### config.mk
export PLATFORM = sky130hd
export DESIGN_NAME = xba_arb
export DESIGN_NICKNAME = d
export VERILOG_FILES = /design/src/hw/xba_pkg.sv /design/src/hw/xba_arb.sv /design/src/hw/xba_sync.sv
export SDC_FILE = /design/constraint.sdc
export NUM_CORES = 1
export LEC_CHECK = 0
export BUFFER_PORTS_ARGS = -buffer_cell sky130_fd_sc_hd__clkbuf_2
export CORE_MARGIN = 5
export CORE_UTILIZATION = 54
export CTS_BUF_LIST = sky130_fd_sc_hd__clkbuf_4 sky130_fd_sc_hd__clkbuf_8
export DETAILED_ROUTE_END_ITERATION = 8
export PLACE_DENSITY = 0.81
export SLEW_MARGIN = 30
export SYNTH_ARGS = -nofsm -noshare
export SYNTH_HDL_FRONTEND = slang
export SYNTH_HIERARCHICAL = 1
export SYNTH_SLANG_ARGS = --single-unit
### constraint.sdc
create_clock -name sys_clk -period 2.3 [get_ports sys_clk]
set_clock_uncertainty 0.05 [all_clocks]
set_input_delay 0.46 -clock sys_clk [delete_from_list [all_inputs] [get_ports sys_clk]]
set_output_delay 0.46 -clock sys_clk [all_outputs]
set_load 0.05 [all_outputs]
### src/hw/xba_pkg.sv
// Shared constants and carrier types for the external bus arbiter
package xba_pkg;

    // ------------------------------------------------------------
    // Pin levels
    // ------------------------------------------------------------
    localparam logic PIN_ASSERT = 1'h0;
    localparam logic PIN_NEG = 1'h1;

    // ------------------------------------------------------------
    // Transfer type codes
    // ------------------------------------------------------------
    localparam logic [1:0] XTYPE_NORMAL = 2'h0;
    localparam logic [1:0] XTYPE_DMA = 2'h1;
    localparam logic [1:0] XTYPE_EMUL = 2'h2;
    localparam logic [1:0] XTYPE_CPU_SPACE = 2'h3;

    // ------------------------------------------------------------
    // Modifier codes for normal accesses
    // ------------------------------------------------------------
    localparam logic [2:0] XMOD_PUSH = 3'h0;
    localparam logic [2:0] XMOD_USER_DATA = 3'h1;
    localparam logic [2:0] XMOD_USER_CODE = 3'h2;
    localparam logic [2:0] XMOD_RSVD_LO = 3'h3;
    localparam logic [2:0] XMOD_RSVD_HI = 3'h4;
    localparam logic [2:0] XMOD_SUPV_DATA = 3'h5;

    // ------------------------------------------------------------
    // Beat counting and synchroniser reset values
    // ------------------------------------------------------------
    localparam logic [1:0] BEAT_LAST = 2'h0;
    localparam logic [1:0] BEAT_STEP = 2'h1;
    // Order {grant_n, hard_reset_in_n, ack_n}: reset held until seen negated
    localparam logic [2:0] SYNC_RST_VAL = 3'h5;

    typedef enum logic [3:0] {
        ARB_RESET = 4'h1,
        ARB_IMPLICIT = 4'h2,
        ARB_EXPLICIT = 4'h4,
        ARB_EXTERNAL = 4'h8
    } xba_arb_e;

    // Attribute pin group: transfer-in-progress, type, modifier
    typedef struct packed {
        logic active;
        logic [1:0] xtype;
        logic [2:0] xmod;
    } xba_attr_s;

    localparam xba_attr_s ATTR_IDLE = '1;

    // Pin assignment: 1 selects the bus function, 0 the port bit
    typedef struct packed {
        logic active_bus;
        logic type_bus;
        logic mod_bus;
    } xba_pin_cfg_s;

    typedef struct packed {
        logic valid;
        logic [1:0] xtype;
        logic [2:0] xmod;
        logic [1:0] extra_beats;
    } xba_req_s;

endpackage

### src/hw/xba_arb.sv
// External bus arbitration state machine with transfer attribute pins
// How it works
// RULE_01 - Drive transfer-in-progress low during own transfers
// RULE_02 - Drive it high when idle but granted
// RULE_03 - Float it while an external master runs
// RULE_04 - Keep it low across back-to-back cycles
// RULE_05 - Pin setting picks transfer-active or port bit
// RULE_06 - Pin setting picks transfer type or port bits
// RULE_07 - Type codes: normal, DMA, emulator, CPU space
// RULE_08 - Drive type pins only as bus master
// RULE_09 - Pin setting picks modifier or port bits
// RULE_10 - Drive modifier pins only as bus master
// RULE_11 - Normal-access modifier codes; reserved ones excluded
// RULE_12 - Two-wire mode uses grant and bus-driven only
// RULE_13 - Three-wire mode adds bus request for arbiter
// RULE_14 - State changes only on rising clock edges
// RULE_15 - Either reset source forces idle reset state
// RULE_16 - Leave reset by grant: implicit or external
// RULE_17 - Implicit master floats bus, bus-driven negated
// RULE_18 - Flag external mastership for monitoring logic
// RULE_19 - Granted request starts access and bus-driven at once
// RULE_20 - Finish running cycle before releasing the bus
// RULE_21 - Request held until the transfer has started
// RULE_22 - Burst series counts as one cycle
// RULE_23 - External master state: outputs floated, bus-driven negated
// RULE_24 - Explicit master drives bus, bus-driven asserted
`timescale 1ns/10ps
module xba_arb (
    input wire logic sys_clk,
    input wire logic nrst,
    input wire logic wdog_reset,
    input wire logic three_wire,
    input wire xba_pkg::xba_pin_cfg_s pin_cfg,
    input wire xba_pkg::xba_attr_s port_dout,
    input wire xba_pkg::xba_attr_s port_doe_n,
    input wire xba_pkg::xba_req_s core_req,
    input wire logic bus_grant_n,
    input wire logic hard_reset_in_n,
    input wire logic xfer_ack_n,
    output logic req_taken,
    output xba_pkg::xba_attr_s attr_o,
    output xba_pkg::xba_attr_s attr_oe_n,
    output logic xfer_start_n,
    output logic bus_driven_n,
    output logic bus_request_n,
    output logic addr_ctl_oe_n,
    output logic ext_master,
    output xba_pkg::xba_arb_e arb_state
);
    import xba_pkg::*;

    typedef struct packed {
        xba_arb_e arb;
        logic busy;
        logic [1:0] beats;
        logic [1:0] xtype;
        logic [2:0] xmod;
        logic ack_prev_n;
        logic taken;
        logic start_n;
        logic drv_n;
        logic req_n;
        logic bus_oe_n;
        logic ext;
        xba_attr_s pin_o;
        xba_attr_s pin_oe_n;
    } xba_st_s;

    localparam xba_st_s ST_RST = '{ARB_RESET, 1'h0, BEAT_LAST, XTYPE_NORMAL, XMOD_PUSH,
        PIN_NEG, 1'h0, PIN_NEG, PIN_NEG, PIN_NEG, PIN_NEG, 1'h0, ATTR_IDLE, ATTR_IDLE};

    xba_st_s st_q;
    xba_st_s st_d;
    logic [2:0] sync_lvl;
    logic grant;
    logic in_reset;
    logic ack_fall;
    logic beat_end;
    logic cycle_end;
    logic may_start;
    logic start;
    logic explicit_d;
    logic drive_active;
    logic [2:0] xmod_fixed;

    // ------------------------------------------------------------
    // Pin synchronisers
    // ------------------------------------------------------------
    xba_sync #(
        .W(3),
        .RST_VAL(SYNC_RST_VAL)
    ) u_sync (
        .sys_clk(sys_clk),
        .nrst(nrst),
        .pin_in({bus_grant_n, hard_reset_in_n, xfer_ack_n}),
        .level_out(sync_lvl)
    );

    assign grant = (sync_lvl[2] == PIN_ASSERT);
    assign in_reset = (sync_lvl[1] == PIN_ASSERT) | wdog_reset;
    // Ack may stay low several cycles; count its falling edge once
    assign ack_fall = (sync_lvl[0] == PIN_ASSERT) & (st_q.ack_prev_n == PIN_NEG);
    assign beat_end = st_q.busy & ack_fall;
    // RULE_22 one cycle per burst
    assign cycle_end = beat_end & (st_q.beats == BEAT_LAST);

    // ------------------------------------------------------------
    // Start of an access
    // ------------------------------------------------------------
    // RULE_19 start as soon as granted
    assign may_start = (st_q.arb == ARB_IMPLICIT) | (st_q.arb == ARB_EXTERNAL)
        | ((st_q.arb == ARB_EXPLICIT) & (~st_q.busy | cycle_end));
    // Taken pulse blocks a second take of the same request
    assign start = ~in_reset & grant & core_req.valid & ~st_q.taken & may_start;

    // RULE_11 reserved normal modifiers become user data
    always_comb begin
        xmod_fixed = core_req.xmod;
        if (core_req.xtype == XTYPE_NORMAL &&
            (core_req.xmod == XMOD_RSVD_LO || core_req.xmod == XMOD_RSVD_HI)) begin
            xmod_fixed = XMOD_USER_DATA;
        end
    end

    // ------------------------------------------------------------
    // Next state
    // ------------------------------------------------------------
    always_comb begin
        st_d = st_q;
        st_d.start_n = PIN_NEG;
        st_d.taken = 1'h0;
        st_d.ack_prev_n = sync_lvl[0];

        // RULE_07 type code passed to the pins
        if (start) begin
            st_d.busy = 1'h1;
            st_d.beats = core_req.extra_beats;
            st_d.xtype = core_req.xtype;
            st_d.xmod = xmod_fixed;
            st_d.start_n = PIN_ASSERT;
            st_d.taken = 1'h1;
        end else if (beat_end) begin
            // RULE_22 bus held until last beat
            if (cycle_end) begin
                st_d.busy = 1'h0;
            end else begin
                st_d.beats = st_q.beats - BEAT_STEP;
            end
        end

        case (st_q.arb)
            ARB_RESET: begin
                // RULE_16 exit by grant level
                st_d.arb = grant ? ARB_IMPLICIT : ARB_EXTERNAL;
            end
            ARB_IMPLICIT: begin
                // RULE_17 wait for a request
                if (!grant) begin
                    st_d.arb = ARB_EXTERNAL;
                end else if (start) begin
                    st_d.arb = ARB_EXPLICIT;
                end
            end
            ARB_EXPLICIT: begin
                // RULE_20 release only after the cycle ends
                if (!grant && (!st_q.busy || cycle_end)) begin
                    st_d.arb = ARB_EXTERNAL;
                end
            end
            ARB_EXTERNAL: begin
                // RULE_23 wait for the next grant
                if (start) begin
                    st_d.arb = ARB_EXPLICIT;
                end else if (grant) begin
                    st_d.arb = ARB_IMPLICIT;
                end
            end
            default: begin
                st_d.arb = ARB_RESET;
            end
        endcase

        // RULE_15 either reset source wins
        if (in_reset) begin
            st_d.arb = ARB_RESET;
            st_d.busy = 1'h0;
            st_d.start_n = PIN_NEG;
            st_d.taken = 1'h0;
        end

        explicit_d = (st_d.arb == ARB_EXPLICIT);
        // RULE_02 driven while granted, idle or not
        drive_active = explicit_d | (st_d.arb == ARB_IMPLICIT);

        // RULE_24 bus-driven and bus outputs while explicit
        st_d.drv_n = explicit_d ? PIN_ASSERT : PIN_NEG;
        st_d.bus_oe_n = explicit_d ? PIN_ASSERT : PIN_NEG;
        // RULE_18 mastership flag for chip-select logic
        st_d.ext = (st_d.arb == ARB_EXTERNAL);

        // RULE_21 request held through the start edge
        // RULE_13 only the three-wire arbiter sees it
        // RULE_12 two-wire mode leaves request negated
        st_d.req_n = (three_wire & core_req.valid & ~st_q.taken & ~in_reset)
            ? PIN_ASSERT : PIN_NEG;

        // RULE_05 pin or port bit
        // RULE_01 low while busy
        // RULE_04 busy never drops between chained cycles
        // RULE_03 floated outside implicit and explicit states
        if (pin_cfg.active_bus) begin
            st_d.pin_o.active = st_d.busy ? PIN_ASSERT : PIN_NEG;
            st_d.pin_oe_n.active = drive_active ? PIN_ASSERT : PIN_NEG;
        end else begin
            st_d.pin_o.active = port_dout.active;
            st_d.pin_oe_n.active = port_doe_n.active;
        end

        // RULE_06 type pins or port bits
        // RULE_08 type pins driven only as master
        if (pin_cfg.type_bus) begin
            st_d.pin_o.xtype = st_d.xtype;
            st_d.pin_oe_n.xtype = {2{~explicit_d}};
        end else begin
            st_d.pin_o.xtype = port_dout.xtype;
            st_d.pin_oe_n.xtype = port_doe_n.xtype;
        end

        // RULE_09 modifier pins or port bits
        // RULE_10 modifier pins driven only as master
        if (pin_cfg.mod_bus) begin
            st_d.pin_o.xmod = st_d.xmod;
            st_d.pin_oe_n.xmod = {3{~explicit_d}};
        end else begin
            st_d.pin_o.xmod = port_dout.xmod;
            st_d.pin_oe_n.xmod = port_doe_n.xmod;
        end
    end

    // RULE_14 single rising-edge register
    always_ff @(posedge sys_clk or negedge nrst) begin
        if (!nrst) begin
            st_q <= ST_RST;
        end else begin
            st_q <= st_d;
        end
    end

    // ------------------------------------------------------------
    // Outputs
    // ------------------------------------------------------------
    assign req_taken = st_q.taken;
    assign attr_o = st_q.pin_o;
    assign attr_oe_n = st_q.pin_oe_n;
    assign xfer_start_n = st_q.start_n;
    assign bus_driven_n = st_q.drv_n;
    assign bus_request_n = st_q.req_n;
    assign addr_ctl_oe_n = st_q.bus_oe_n;
    assign ext_master = st_q.ext;
    assign arb_state = st_q.arb;
endmodule

### src/hw/xba_sync.sv
// Three-stage pin synchroniser with agreement filter
`timescale 1ns/10ps
module xba_sync #(
    parameter int W = 1,
    parameter logic [W-1:0] RST_VAL = '0
) (
    input wire logic sys_clk,
    input wire logic nrst,
    input wire logic [W-1:0] pin_in,
    output logic [W-1:0] level_out
);

    typedef struct packed {
        logic [W-1:0] s1;
        logic [W-1:0] s2;
        logic [W-1:0] s3;
        logic [W-1:0] lvl;
    } xba_sync_st_s;

    xba_sync_st_s st_q;
    xba_sync_st_s st_d;
    logic [W-1:0] agree_lvl;

    // ------------------------------------------------------------
    // Per-bit filter
    // ------------------------------------------------------------
    // Stage one is only read by stage two
    for (genvar i = 0; i < W; i++) begin : g_bit
        assign agree_lvl[i] = (st_q.s2[i] == st_q.s3[i]) ? st_q.s3[i] : st_q.lvl[i];
    end

    always_comb begin
        st_d = st_q;
        st_d.s1 = pin_in;
        st_d.s2 = st_q.s1;
        st_d.s3 = st_q.s2;
        st_d.lvl = agree_lvl;
    end

    always_ff @(posedge sys_clk or negedge nrst) begin
        if (!nrst) begin
            st_q <= {RST_VAL, RST_VAL, RST_VAL, RST_VAL};
        end else begin
            st_q <= st_d;
        end
    end

    assign level_out = st_q.lvl;

endmodule

# Word level (Yosys, flattened, before mapping)

Cells that the tools add are included.

Bitwise gates (word level): 23
Equality and inequality tests: 13
Reductions and logical operators: 9
Mux-type cells: 26
Add/subtract/negate cells: 1

Operators with widths:

| operator            | count |
|---|---|
| $mux 4              | 6 |
| $pmux 4 s4          | 1 |
| $mux 3              | 5 |
| $and 1x1->1         | 11 |
| $mux 2              | 5 |
| $mux 5              | 2 |
| $eq 4x2->1 const B  | 2 |
| $eq 4x3->1 const B  | 2 |
| $eq 4x4->1 const B  | 2 |
| $mux 1              | 7 |
| $not 1->1           | 7 |
| $or 1x1->1          | 5 |
| $eq 4x1->1 const B  | 1 |
| $logic_not 2->1     | 2 |
| $eq 1x1->1          | 3 |
| $eq 3x2->1 const B  | 1 |
| $eq 3x3->1 const B  | 1 |
| $logic_and 1x1->1   | 2 |
| $logic_or 1x1->1    | 2 |
| $ne 2x1->1 const B  | 1 |
| $reduce_and 2->1    | 1 |
| $reduce_bool 2->1   | 1 |
| $sub 2x1->2 const B | 1 |
| $logic_not 1->1     | 1 |

Input port bits: 30
Word-level logic and storage cells: 95
Output and inout bits: 22
Register bits after elaboration: 42

# Logic depth before layout (Yosys ltp)

Gate-level depths: netlist of run 1.

Depth in word-level cells: 16
Depth in mapped cells: 6
Mapped depth without buffers: 6

# By module

The synthesis of run 1 kept the hierarchy.

By module, submodules not included:

| module   | area each (um2) | instances | cells each | sequential area each (um2) |
|---|---|---|---|---|
| xba_arb  | 1649.1          | 1         | 158        | 772.0 |
| xba_sync | 366.6           | 1         | 18         | 310.3 |

# Least setup slack after synthesis of run 1

Ideal clock, no wire load.

Path type: register -> register
Start: reg st_q, in the netlist req_taken
End: reg st_q[22] (netlist name)
Period minus slack after synthesis: 1.910 ns
Path buffers: 1
Data required time: 2.125 ns
Setup time: 0.125 ns
Cell stages (with the launch flop): 6
Data arrival time: 1.736 ns
Slack: 0.390 ns
Cells stage by stage: dfrtp_1 > and4bb_2 > and2_1 > clkbuf_1 > o21ai_2 > mux2_2

RTL lines:

| item                   | line           | text |
|---|---|---|
| from (decl)            | xba_arb.sv:72  | `xba_st_s st_q;` |
| from (signal assigned) | xba_arb.sv:245 | `st_q <= st_d;` |

==> summary.txt, run 1 <==
============================================================================================
Result of the run ............................................................. finished clean
Number of iterations in the first detailed-routing pass .......................            4
Power consumption .............................................................     1.577 mW
Family with the most delay on the worst path .................................. compound AO/OA/AOI/OAI gates
Number of buffers added on ports ..............................................           51
Ratio of cells with drive above 1 in the final layout .........................       48.36%
Number of rows created at floorplan ...........................................           22
Total setup buffers inserted after CTS ........................................            0
Worst EP arrival ..............................................................      2.11 ns
Post-synthesis xor/xnor area fraction .........................................       1.738%
Most used DFF post-synth ...................................................... sky130_fd_sc_hd__dfstp_2
Final hold slack ..............................................................   0.08714 ns
Cell Count, Final, Fillers Out ................................................          261
Basic-gate share of the synthesized area counting and, or, nand and nor cells .       13.10%
Critical-path cell with the highest stage delay ............................... sky130_fd_sc_hd__a2111oi_4
Multi-input gate area .........................................................  716.9 sq um
First-pass GRT wire length ....................................................     6.175 mm
Area of the die ...............................................................   5055 sq um
Met3 routing resource usage after global routing ..............................       5.256%
Number of hold-slack violations in the final timing report ....................            0
Syn nets ......................................................................          207
Detailed-route wire length ....................................................     3.698 mm
Sequential cell area ..........................................................   1082 sq um
DRC viols .....................................................................            0
Power density normalized to cell area ......................................... 694.2 nW/um^2
Lkg Pwr .......................................................................     1.036 nW
Antenna diodes ................................................................            0
Number of buffers on the longest clock path ...................................            2
DRC marker count from the first detailed-route iteration ......................           94
TritonCTS sink count ..........................................................           42
Worst-path cell chain ......................................................... inv_1, ha_1, nand3b_4, a2111oi_4, buf_4, nor3_1, a211oi_1
Core Area .....................................................................   3633 sq um
RePlAce Congestion ............................................................       0.8165
Unrepaired setup endpoints after global routing ...............................           no
GR met2 Demand/Resource .......................................................       24.61%
Pins Over Slew Limit ..........................................................            0
VDD IR max ....................................................................    0.5167 mV
Largest stage delay, worst path ...............................................      0.42 ns
# IOs .........................................................................           52
Count of distinct cell types in the synthesized netlist .......................           47
Combinational family with the most area after synthesis ....................... compound AO/OA/AOI/OAI gates
Total Routing Usage GR ........................................................       15.59%
Number of synthesized register bits ...........................................           42
Ys Warns ......................................................................            6
Number of enable-type register cells in the synthesized netlist ...............            0
Vias in the first global route ................................................         1356
Initial antenna violation count ...............................................            0
Data required time of the worst path ..........................................      2.43 ns
Number of setup violations in the final report ................................            0
Buffer and inverter count on the worst path ...................................            2
Ys async rst share ............................................................       100.0%
Clk slew on worst S/H paths ...................................................      0.08 ns
Mapped Avg Cell Area ..........................................................  11.45 sq um
Initial core utilization ......................................................       55.48%
Y dimension of the die ........................................................     71.10 um
Setup TNS Final ...............................................................         0 ns
Post-DRT Antenna Nets .........................................................            0
Final-stage net count .........................................................          243
Area growth from synthesis to final layout ....................................       12.73%
Maximum number of pins on one net before global-route repair ..................           25
Maximum clock frequency .......................................................    505.5 MHz
Filler cell count in the final layout .........................................          313
Synth Area in Adders ..........................................................       2.297%
Maximum level of the CTS H-tree ...............................................            2
# hold bufs at CTS ............................................................            0
Clock Root Buffer ............................................................. sky130_fd_sc_hd__clkbuf_8
Post-detail-place hpwl ........................................................     2.863 mm
Number of vias after detailed routing .........................................         1385
Critical path launch point type ...............................................         flop
Worst setup path class ........................................................ flop to flop
TritonCTS clock tree ..........................................................        built
GR met1 Demand/Resource .......................................................       20.55%
Syn Inst Count ................................................................          176
Highest-utilization routing layer at the global route stage ...................         met2
Routed wire per std cell ......................................................     14.17 um
Dpl cells .....................................................................          253
Total CTS buffers .............................................................            5
Highest net fanout along the worst path .......................................            8
CP Capture Type ...............................................................         flop
Average via count per standard cell ...........................................        5.307
Measured slew at the worst slew-check pin .....................................    0.5720 ns
Worst-Skew Late Latency .......................................................      0.29 ns
Width of the die ..............................................................     71.10 um
Combined area of all synthesized cells ........................................   2016 sq um
Rel. slew slack ...............................................................       61.35%
Share of the cycle needed by the critical path after routing ..................       86.01%
Tmin final ....................................................................     1.978 ns
Seq/Total Area, Yosys .........................................................       53.69%
Total congestion overflow after global routing ................................            0
MaxCap Viol Count .............................................................            0
Number of gates resized after cts .............................................            0
Worst Hold Class .............................................................. primary input to async pin
Compound-cell area share of the yosys netlist .................................       16.20%
Multiplexer share of the synthesized area .....................................       2.235%
============================================================================================
==> synthesized netlist by cell type (all sizes together) (2+ instances only) <==
cell type  instances  area [sq um]
a21o               2         15.01
inv                9         33.78
maj3               3         33.78
xor2               2         17.52
clkbuf             2         7.510
a31oi              2         12.51
buf               24         175.2
nor2              12         45.04
nor2b              4         25.02
nand2b             4         25.02
o221ai             2         17.52
nand4              3         18.77
dfstp             25         656.9
o211ai             3         22.52
a211oi             4         42.54
nand2              9         33.78
o22a               2         17.52
a2bb2oi            3         26.28
dfrtp             17         425.4
and2               2         12.51
o21ai              4         23.77
xnor2              2         17.52
mux2               4         45.04
a21oi             10         50.05
nor3               5         25.02
==> per-stage QoR <==
step | utilization (%) | setup slack [ns] | instance area [sq um]
after floorplan | - | 0.3896 | 2016
after global placement | 59.95 | 0.3740 | 2178
after detailed placement | 59.95 | 0.3422 | 2178
after CTS | 62.53 | 0.3197 | 2272
after global routing | 62.53 | 0.2103 | 2272
final | 62.53 | 0.3219 | 2272
==> state kept, by name, indices dropped and copies added (netlist names) <==
register	cells
addr_ctl_oe_n	1
arb_state	4
attr_o	6
attr_oe_n	6
bus_request_n	1
ext_master	1
req_taken	1
st_q	9
u_sync/level_out	3
u_sync/st_d	6
u_sync/st_q	3
xfer_start_n	1
==> final cells by class <==
class / instances / area share, %
clock buffers: 5 / 3.029
inverters: 9 / 1.487
repair buffers: 55 / 12.56
well taps: 48 / 2.643
multi-input cells: 99 / 31.55
clock inverters: 3 / 1.101
flip-flops and latches: 42 / 47.63
==> where the power goes <==
part	internal, mW	leakage [nW]	switching [mW]
Clock	0.219	0.0447	0.257
Sequential	0.799	0.479	0.0346
Combinational	0.0969	0.512	0.171
==> cell families after synthesis <==
group | Yosys count
mux | 4
buf+inv | 35
flops | 42
fa+ha+maj | 4
compound gates | 41
xor+xnor | 4
simple gates | 46
==> per-layer routing <==
layer / share of wire (%) / routed length [um]
met5: 0 / 0
met4: 1.1 / 39
met3: 7.2 / 266
met2: 48 / 1772
met1: 44 / 1619
==> final timing paths <==
check	cells after the start	end	slack, ns	start
max in group asynchronous	2	attr_oe_n[4]$_DFF_PN1_	1.48	nrst
setup reg to reg	7	attr_o[4]$_DFF_PN1_	0.32	st_q[24]$_DFFE_PN0P_
hold / removal	1	arb_state[1]$_DFF_PN0_	0.09	nrst
min in group sys_clk	1	u_sync/st_d[8]$_DFF_PN1_	0.19	bus_grant_n
hold reg to reg	0	u_sync/st_d[4]$_DFF_PN0_	0.30	u_sync/st_d[7]$_DFF_PN0_
setup / recovery	7	attr_o[4]$_DFF_PN1_	0.32	st_q[24]$_DFFE_PN0P_
==> worst register-to-register path: stages (launching register included) <==
cell	delay, ns
sky130_fd_sc_hd__dfrtp_1	0.37
sky130_fd_sc_hd__inv_1	0.09
sky130_fd_sc_hd__ha_1	0.23
sky130_fd_sc_hd__nand3b_4	0.12
sky130_fd_sc_hd__a2111oi_4	0.42
sky130_fd_sc_hd__buf_4	0.22
sky130_fd_sc_hd__nor3_1	0.06
sky130_fd_sc_hd__a211oi_1	0.31
==> cells in the final DEF (no fill, tap or decap), drive strengths merged, types with 2 or more instances in the layout <==
cell type   n
a2bb2oi     3
o22a        2
a21oi      10
nor3        5
o21ai       4
a31oi       2
nand4       3
a211oi      4
maj3        3
nand2       9
and2        2
inv        10
nand2b      4
clkbuf     56
o211ai      3
dfrtp      17
a21o        2
dfstp      25
o221ai      2
nor2b       4
mux2        4
nor2       12
xor2        2
xnor2       2
buf         4
(Power assumes the default switching activity.)
==> inputs of run 2 (changes only) <==
--- a/config.mk
+++ b/config.mk
@@ -5,14 +5,16 @@
 export SDC_FILE = /design/constraint.sdc
 export NUM_CORES = 1
 export LEC_CHECK = 0
+export ABC_AREA = 1
 export BUFFER_PORTS_ARGS = -buffer_cell sky130_fd_sc_hd__clkbuf_2
 export CORE_MARGIN = 5
 export CORE_UTILIZATION = 54
 export CTS_BUF_LIST = sky130_fd_sc_hd__clkbuf_4 sky130_fd_sc_hd__clkbuf_8
 export DETAILED_ROUTE_END_ITERATION = 8
-export PLACE_DENSITY = 0.81
+export PLACE_DENSITY = 0.82
 export SLEW_MARGIN = 30
 export SYNTH_ARGS = -nofsm -noshare
 export SYNTH_HDL_FRONTEND = slang
 export SYNTH_HIERARCHICAL = 1
 export SYNTH_SLANG_ARGS = --single-unit
+export TNS_END_PERCENT = 50
==> run 2 against run 1 <==
  * First-iteration DRC count fell by 26%
  * Worst setup slack improved by 0.31 ns
  * Sequential cell count did not move
  * Via count fell by 3.5%
  * Register-to-register slack improved by 0.36 ns
  * Clock power fell by 1%
  * Final cell count rose by 12%
  * Synthesized area fell by 5.2%
  * Cell area fell by 4.5%
  * Critical endpoint is now xfer_start_n
==> summary.txt, run 2 <==
==============================================================================
Total Routing Usage GR ..........................................       14.34%   -1.2 points
Number of iterations in the first detailed-routing pass .........            4   unchanged
Number of gates resized after cts ...............................            0   unchanged
Result of the run ............................................... finished clean
Pins Over Slew Limit ............................................            0   unchanged
Unrepaired setup endpoints after global routing .................           no
P_sw ............................................................     467.2 uW   +0.91%
Most common cell after layout, fill and taps aside .............. sky130_fd_sc_hd__nand2_1
TritonCTS clock tree ............................................        built
Post-DRT Antenna Nets ...........................................            0   unchanged
Family with the most delay on the worst path ....................   flip-flops
Ratio of cells with drive above 1 in the final layout ...........       40.08%   -8.3 points
Internal Power ..................................................     1.159 mW   +4.0%
Average via count per standard cell .............................        4.563   -14%
Worst EP arrival ................................................      1.15 ns   -0.96 ns
Buffer and inverter count on the worst path .....................            1   -1
CP Capture Type .................................................   output pin
Clock network fraction of design power ..........................        29.0%   -1.2 points
Ys async rst share ..............................................       100.0%   unchanged
Highest net fanout along the worst path .........................            1   -7
Most used DFF post-synth ........................................ sky130_fd_sc_hd__dfstp_2
Reg with most FFs ...............................................         st_q
Worst-Skew Late Latency .........................................      0.34 ns   +0.05 ns
DRC marker count from the first detailed-route iteration ........           70   -26%
Vias in the first global route ..................................         1320   -2.7%
Maximum number of pins on one net before global-route repair ....           19   -24%
VDD IR max ......................................................    0.5086 mV   -1.6%
Number of synthesized register bits .............................           42   unchanged
# IOs ...........................................................           52   unchanged
Number of vias after detailed routing ...........................         1337   -3.5%
Number of buffers on the longest clock path .....................            2   unchanged
Measured slew at the worst slew-check pin .......................    0.4110 ns   -0.1609 ns
Commonest cells post-synth ...................................... sky130_fd_sc_hd__nand2_1, sky130_fd_sc_hd__inv_1, sky130_fd_sc_hd__dfstp_2
Clk slew on worst S/H paths .....................................      0.12 ns   +0.04 ns
Tmin final ......................................................     1.664 ns   -0.3137 ns
Number of buffers added on ports ................................           51   unchanged
Main area contributors after synthesis .......................... sky130_fd_sc_hd__dfstp_2, sky130_fd_sc_hd__dfrtp_1, sky130_fd_sc_hd__nand2_1
Max FFs per register ............................................            9   unchanged
Rel. slew slack .................................................       72.51%   +11 points
Count of distinct cell types in the synthesized netlist .........           20   -57%
Switching share of power ........................................       28.73%   -0.63 points
RePlAce Congestion ..............................................       0.7669   -6.1%
Data required time of the worst path ............................      1.79 ns   -0.64 ns
Number of hold-slack violations in the final timing report ......            0   unchanged
TritonCTS sink count ............................................           42   unchanged
Antenna diodes ..................................................            0   unchanged
Share of the synthesized area in the top cell type ..............       34.38%   +1.8 points
Mapped Avg Cell Area ............................................  9.275 sq um   -19%
Logic gate share of total power .................................        19.0%   +2.0 points
Maximum level of the CTS H-tree .................................            2   unchanged
Worst setup path class .......................................... flop to output pin
# hold bufs at CTS ..............................................            1   +1
Detailed-route wire length ......................................     3.253 mm   -12%
Total congestion overflow after global routing ..................            0   unchanged
Number of enable-type register cells in the synthesized netlist .            0   unchanged
Syn Inst Count ..................................................          206   +17%
Area of the die .................................................   4827 sq um   -4.5%
Final-stage net count ...........................................          277   +14%
Total setup buffers inserted after CTS ..........................            0   unchanged
Initial antenna violation count .................................            0   unchanged
Post-layout util ................................................       64.01%   +1.5 points
Width of the die ................................................     69.48 um   -2.3%
Lkg Pwr .........................................................     1.206 nW   +16%
Ys Warns ........................................................            6   unchanged
DRC viols .......................................................            0   unchanged
Total CTS buffers ...............................................            5   unchanged
Critical-path cell with the highest stage delay ................. sky130_fd_sc_hd__dfstp_2
Combined area of all synthesized cells ..........................   1911 sq um   -5.2%
Share of the cycle needed by the critical path after routing ....       72.37%   -14 points
Number of rows created at floorplan .............................           21   -4.5%
Y dimension of the die ..........................................     69.48 um   -2.3%
Area growth from synthesis to final layout ......................       13.56%
Power density normalized to cell area ........................... 749.6 nW/um^2   +8.0%
Core Area .......................................................   3390 sq um   -6.7%
Worst-path cell chain ...........................................     clkbuf_2
Initial core utilization ........................................       56.37%   +0.89 points
Worst Hold Class ................................................ primary input to flop
Number of setup violations in the final report ..................            0   unchanged
Most numerous cell in the Yosys netlist ......................... sky130_fd_sc_hd__nand2_1
Most frequent cells in the layout ............................... sky130_fd_sc_hd__nand2_1, sky130_fd_sc_hd__clkbuf_2, sky130_fd_sc_hd__inv_1, sky130_fd_sc_hd__dfstp_2, sky130_fd_sc_hd__dfrtp_1
Syn nets ........................................................          237   +14%
Routed wire per std cell ........................................     11.10 um   -22%
First-pass GRT wire length ......................................     5.561 mm   -9.9%
Seq/Total Area, Yosys ...........................................       56.65%   +3.0 points
Post-detail-place hpwl ..........................................     2.532 mm   -12%
Clock Root Buffer ............................................... sky130_fd_sc_hd__clkbuf_4
Critical path launch point type .................................         flop
Sequential power share ..........................................        52.0%   -0.8 points
Largest stage delay, worst path .................................      0.54 ns   +0.12 ns
Top cell type by total area after synthesis ..................... sky130_fd_sc_hd__dfstp_2
MaxCap Viol Count ...............................................            0   unchanged
Setup TNS Final .................................................         0 ns   unchanged
Maximum clock frequency .........................................    600.8 MHz   +19%
==============================================================================
==> run 2: path summary, 6_finish.rpt <==
check | startpoint | slack (ns) | depth (start not counted) | endpoint
worst max-delay path | xfer_start_n$_DFF_PN1_ | 0.64 | 1 | xfer_start_n
worst min-delay path | bus_grant_n | 0.14 | 1 | u_sync/st_d[8]$_DFF_PN1_
worst max register to register | arb_state[0]$_DFF_PN1_ | 0.68 | 9 | attr_oe_n[2]$_DFF_PN1_
worst min register to register | u_sync/st_d[8]$_DFF_PN1_ | 0.31 | 0 | u_sync/st_d[5]$_DFF_PN1_
max in group asynchronous | nrst | 1.18 | 3 | attr_o[5]$_DFF_PN1_
min in group asynchronous | nrst | 0.46 | 2 | u_sync/level_out[1]$_DFFE_PN0N_
==> run 2: power groups by stage <==
| stage | registers (mW) | logic, mW | clock network [mW] |
|---|---|---|---|
| finish | 0.846 | 0.309 | 0.471 |
| global route | 0.854 | 0.341 | 0.516 |
| CTS | 0.847 | 0.313 | 0.487 |
| detailed placement | 0.860 | 0.308 | 0 |
| global placement | 0.858 | 0.302 | 0 |
| floorplan | 0.862 | 0.252 | 0 |
==> run 2: worst reg2reg max path, delay by kind of cell, from the launching register on <==
kind / cells / cell delay [ns]
simple gates: 8 / 0.91
flops: 1 / 0.54
buf+inv: 1 / 0.07
==> run 2: metal layers <==
metal,track usage [%],share of wire [%]
met1,16.62,41
met2,24.05,52
met3,5.942,6.4
met4,4.555,0.58
met5,0,0
==> run 2: cell type report <==
cell class / count / area [sq um]
Fill cell: 290 / 1220
Sequential cell: 42 / 1082
Multi-Input combinational cell: 116 / 565.5
Timing Repair Buffer: 54 / 280.3
Inverter: 27 / 101.3
Tap cell: 46 / 57.56
Clock buffer: 7 / 52.55
Clock inverter: 1 / 30.03
==> run 2: cells by family after synthesis <==
logic type | share of synthesized area [%]
buffers and inverters | 13.75
adder cells (fa/ha/maj) | 0.6548
flip-flops | 56.65
AND/OR/NAND/NOR | 26.65
AO/OA/AOI/OAI | 2.292
==> run 2: through the flow <==
step	hold WS, ns	setup slack, ns	cells	power [mW]	cell area, sq um
2_1_floorplan	0.1144	0.7805	206	1.114	1911
3_3_place_gp	0.2844	0.6950	284	1.160	2077
3_5_place_dp	0.2899	0.6164	284	1.168	2077
4_1_cts	0.1226	0.6216	293	1.647	2170
5_1_grt	0.1142	0.4705	293	1.711	2170
6_report	0.1422	0.6356	293	1.626	2170
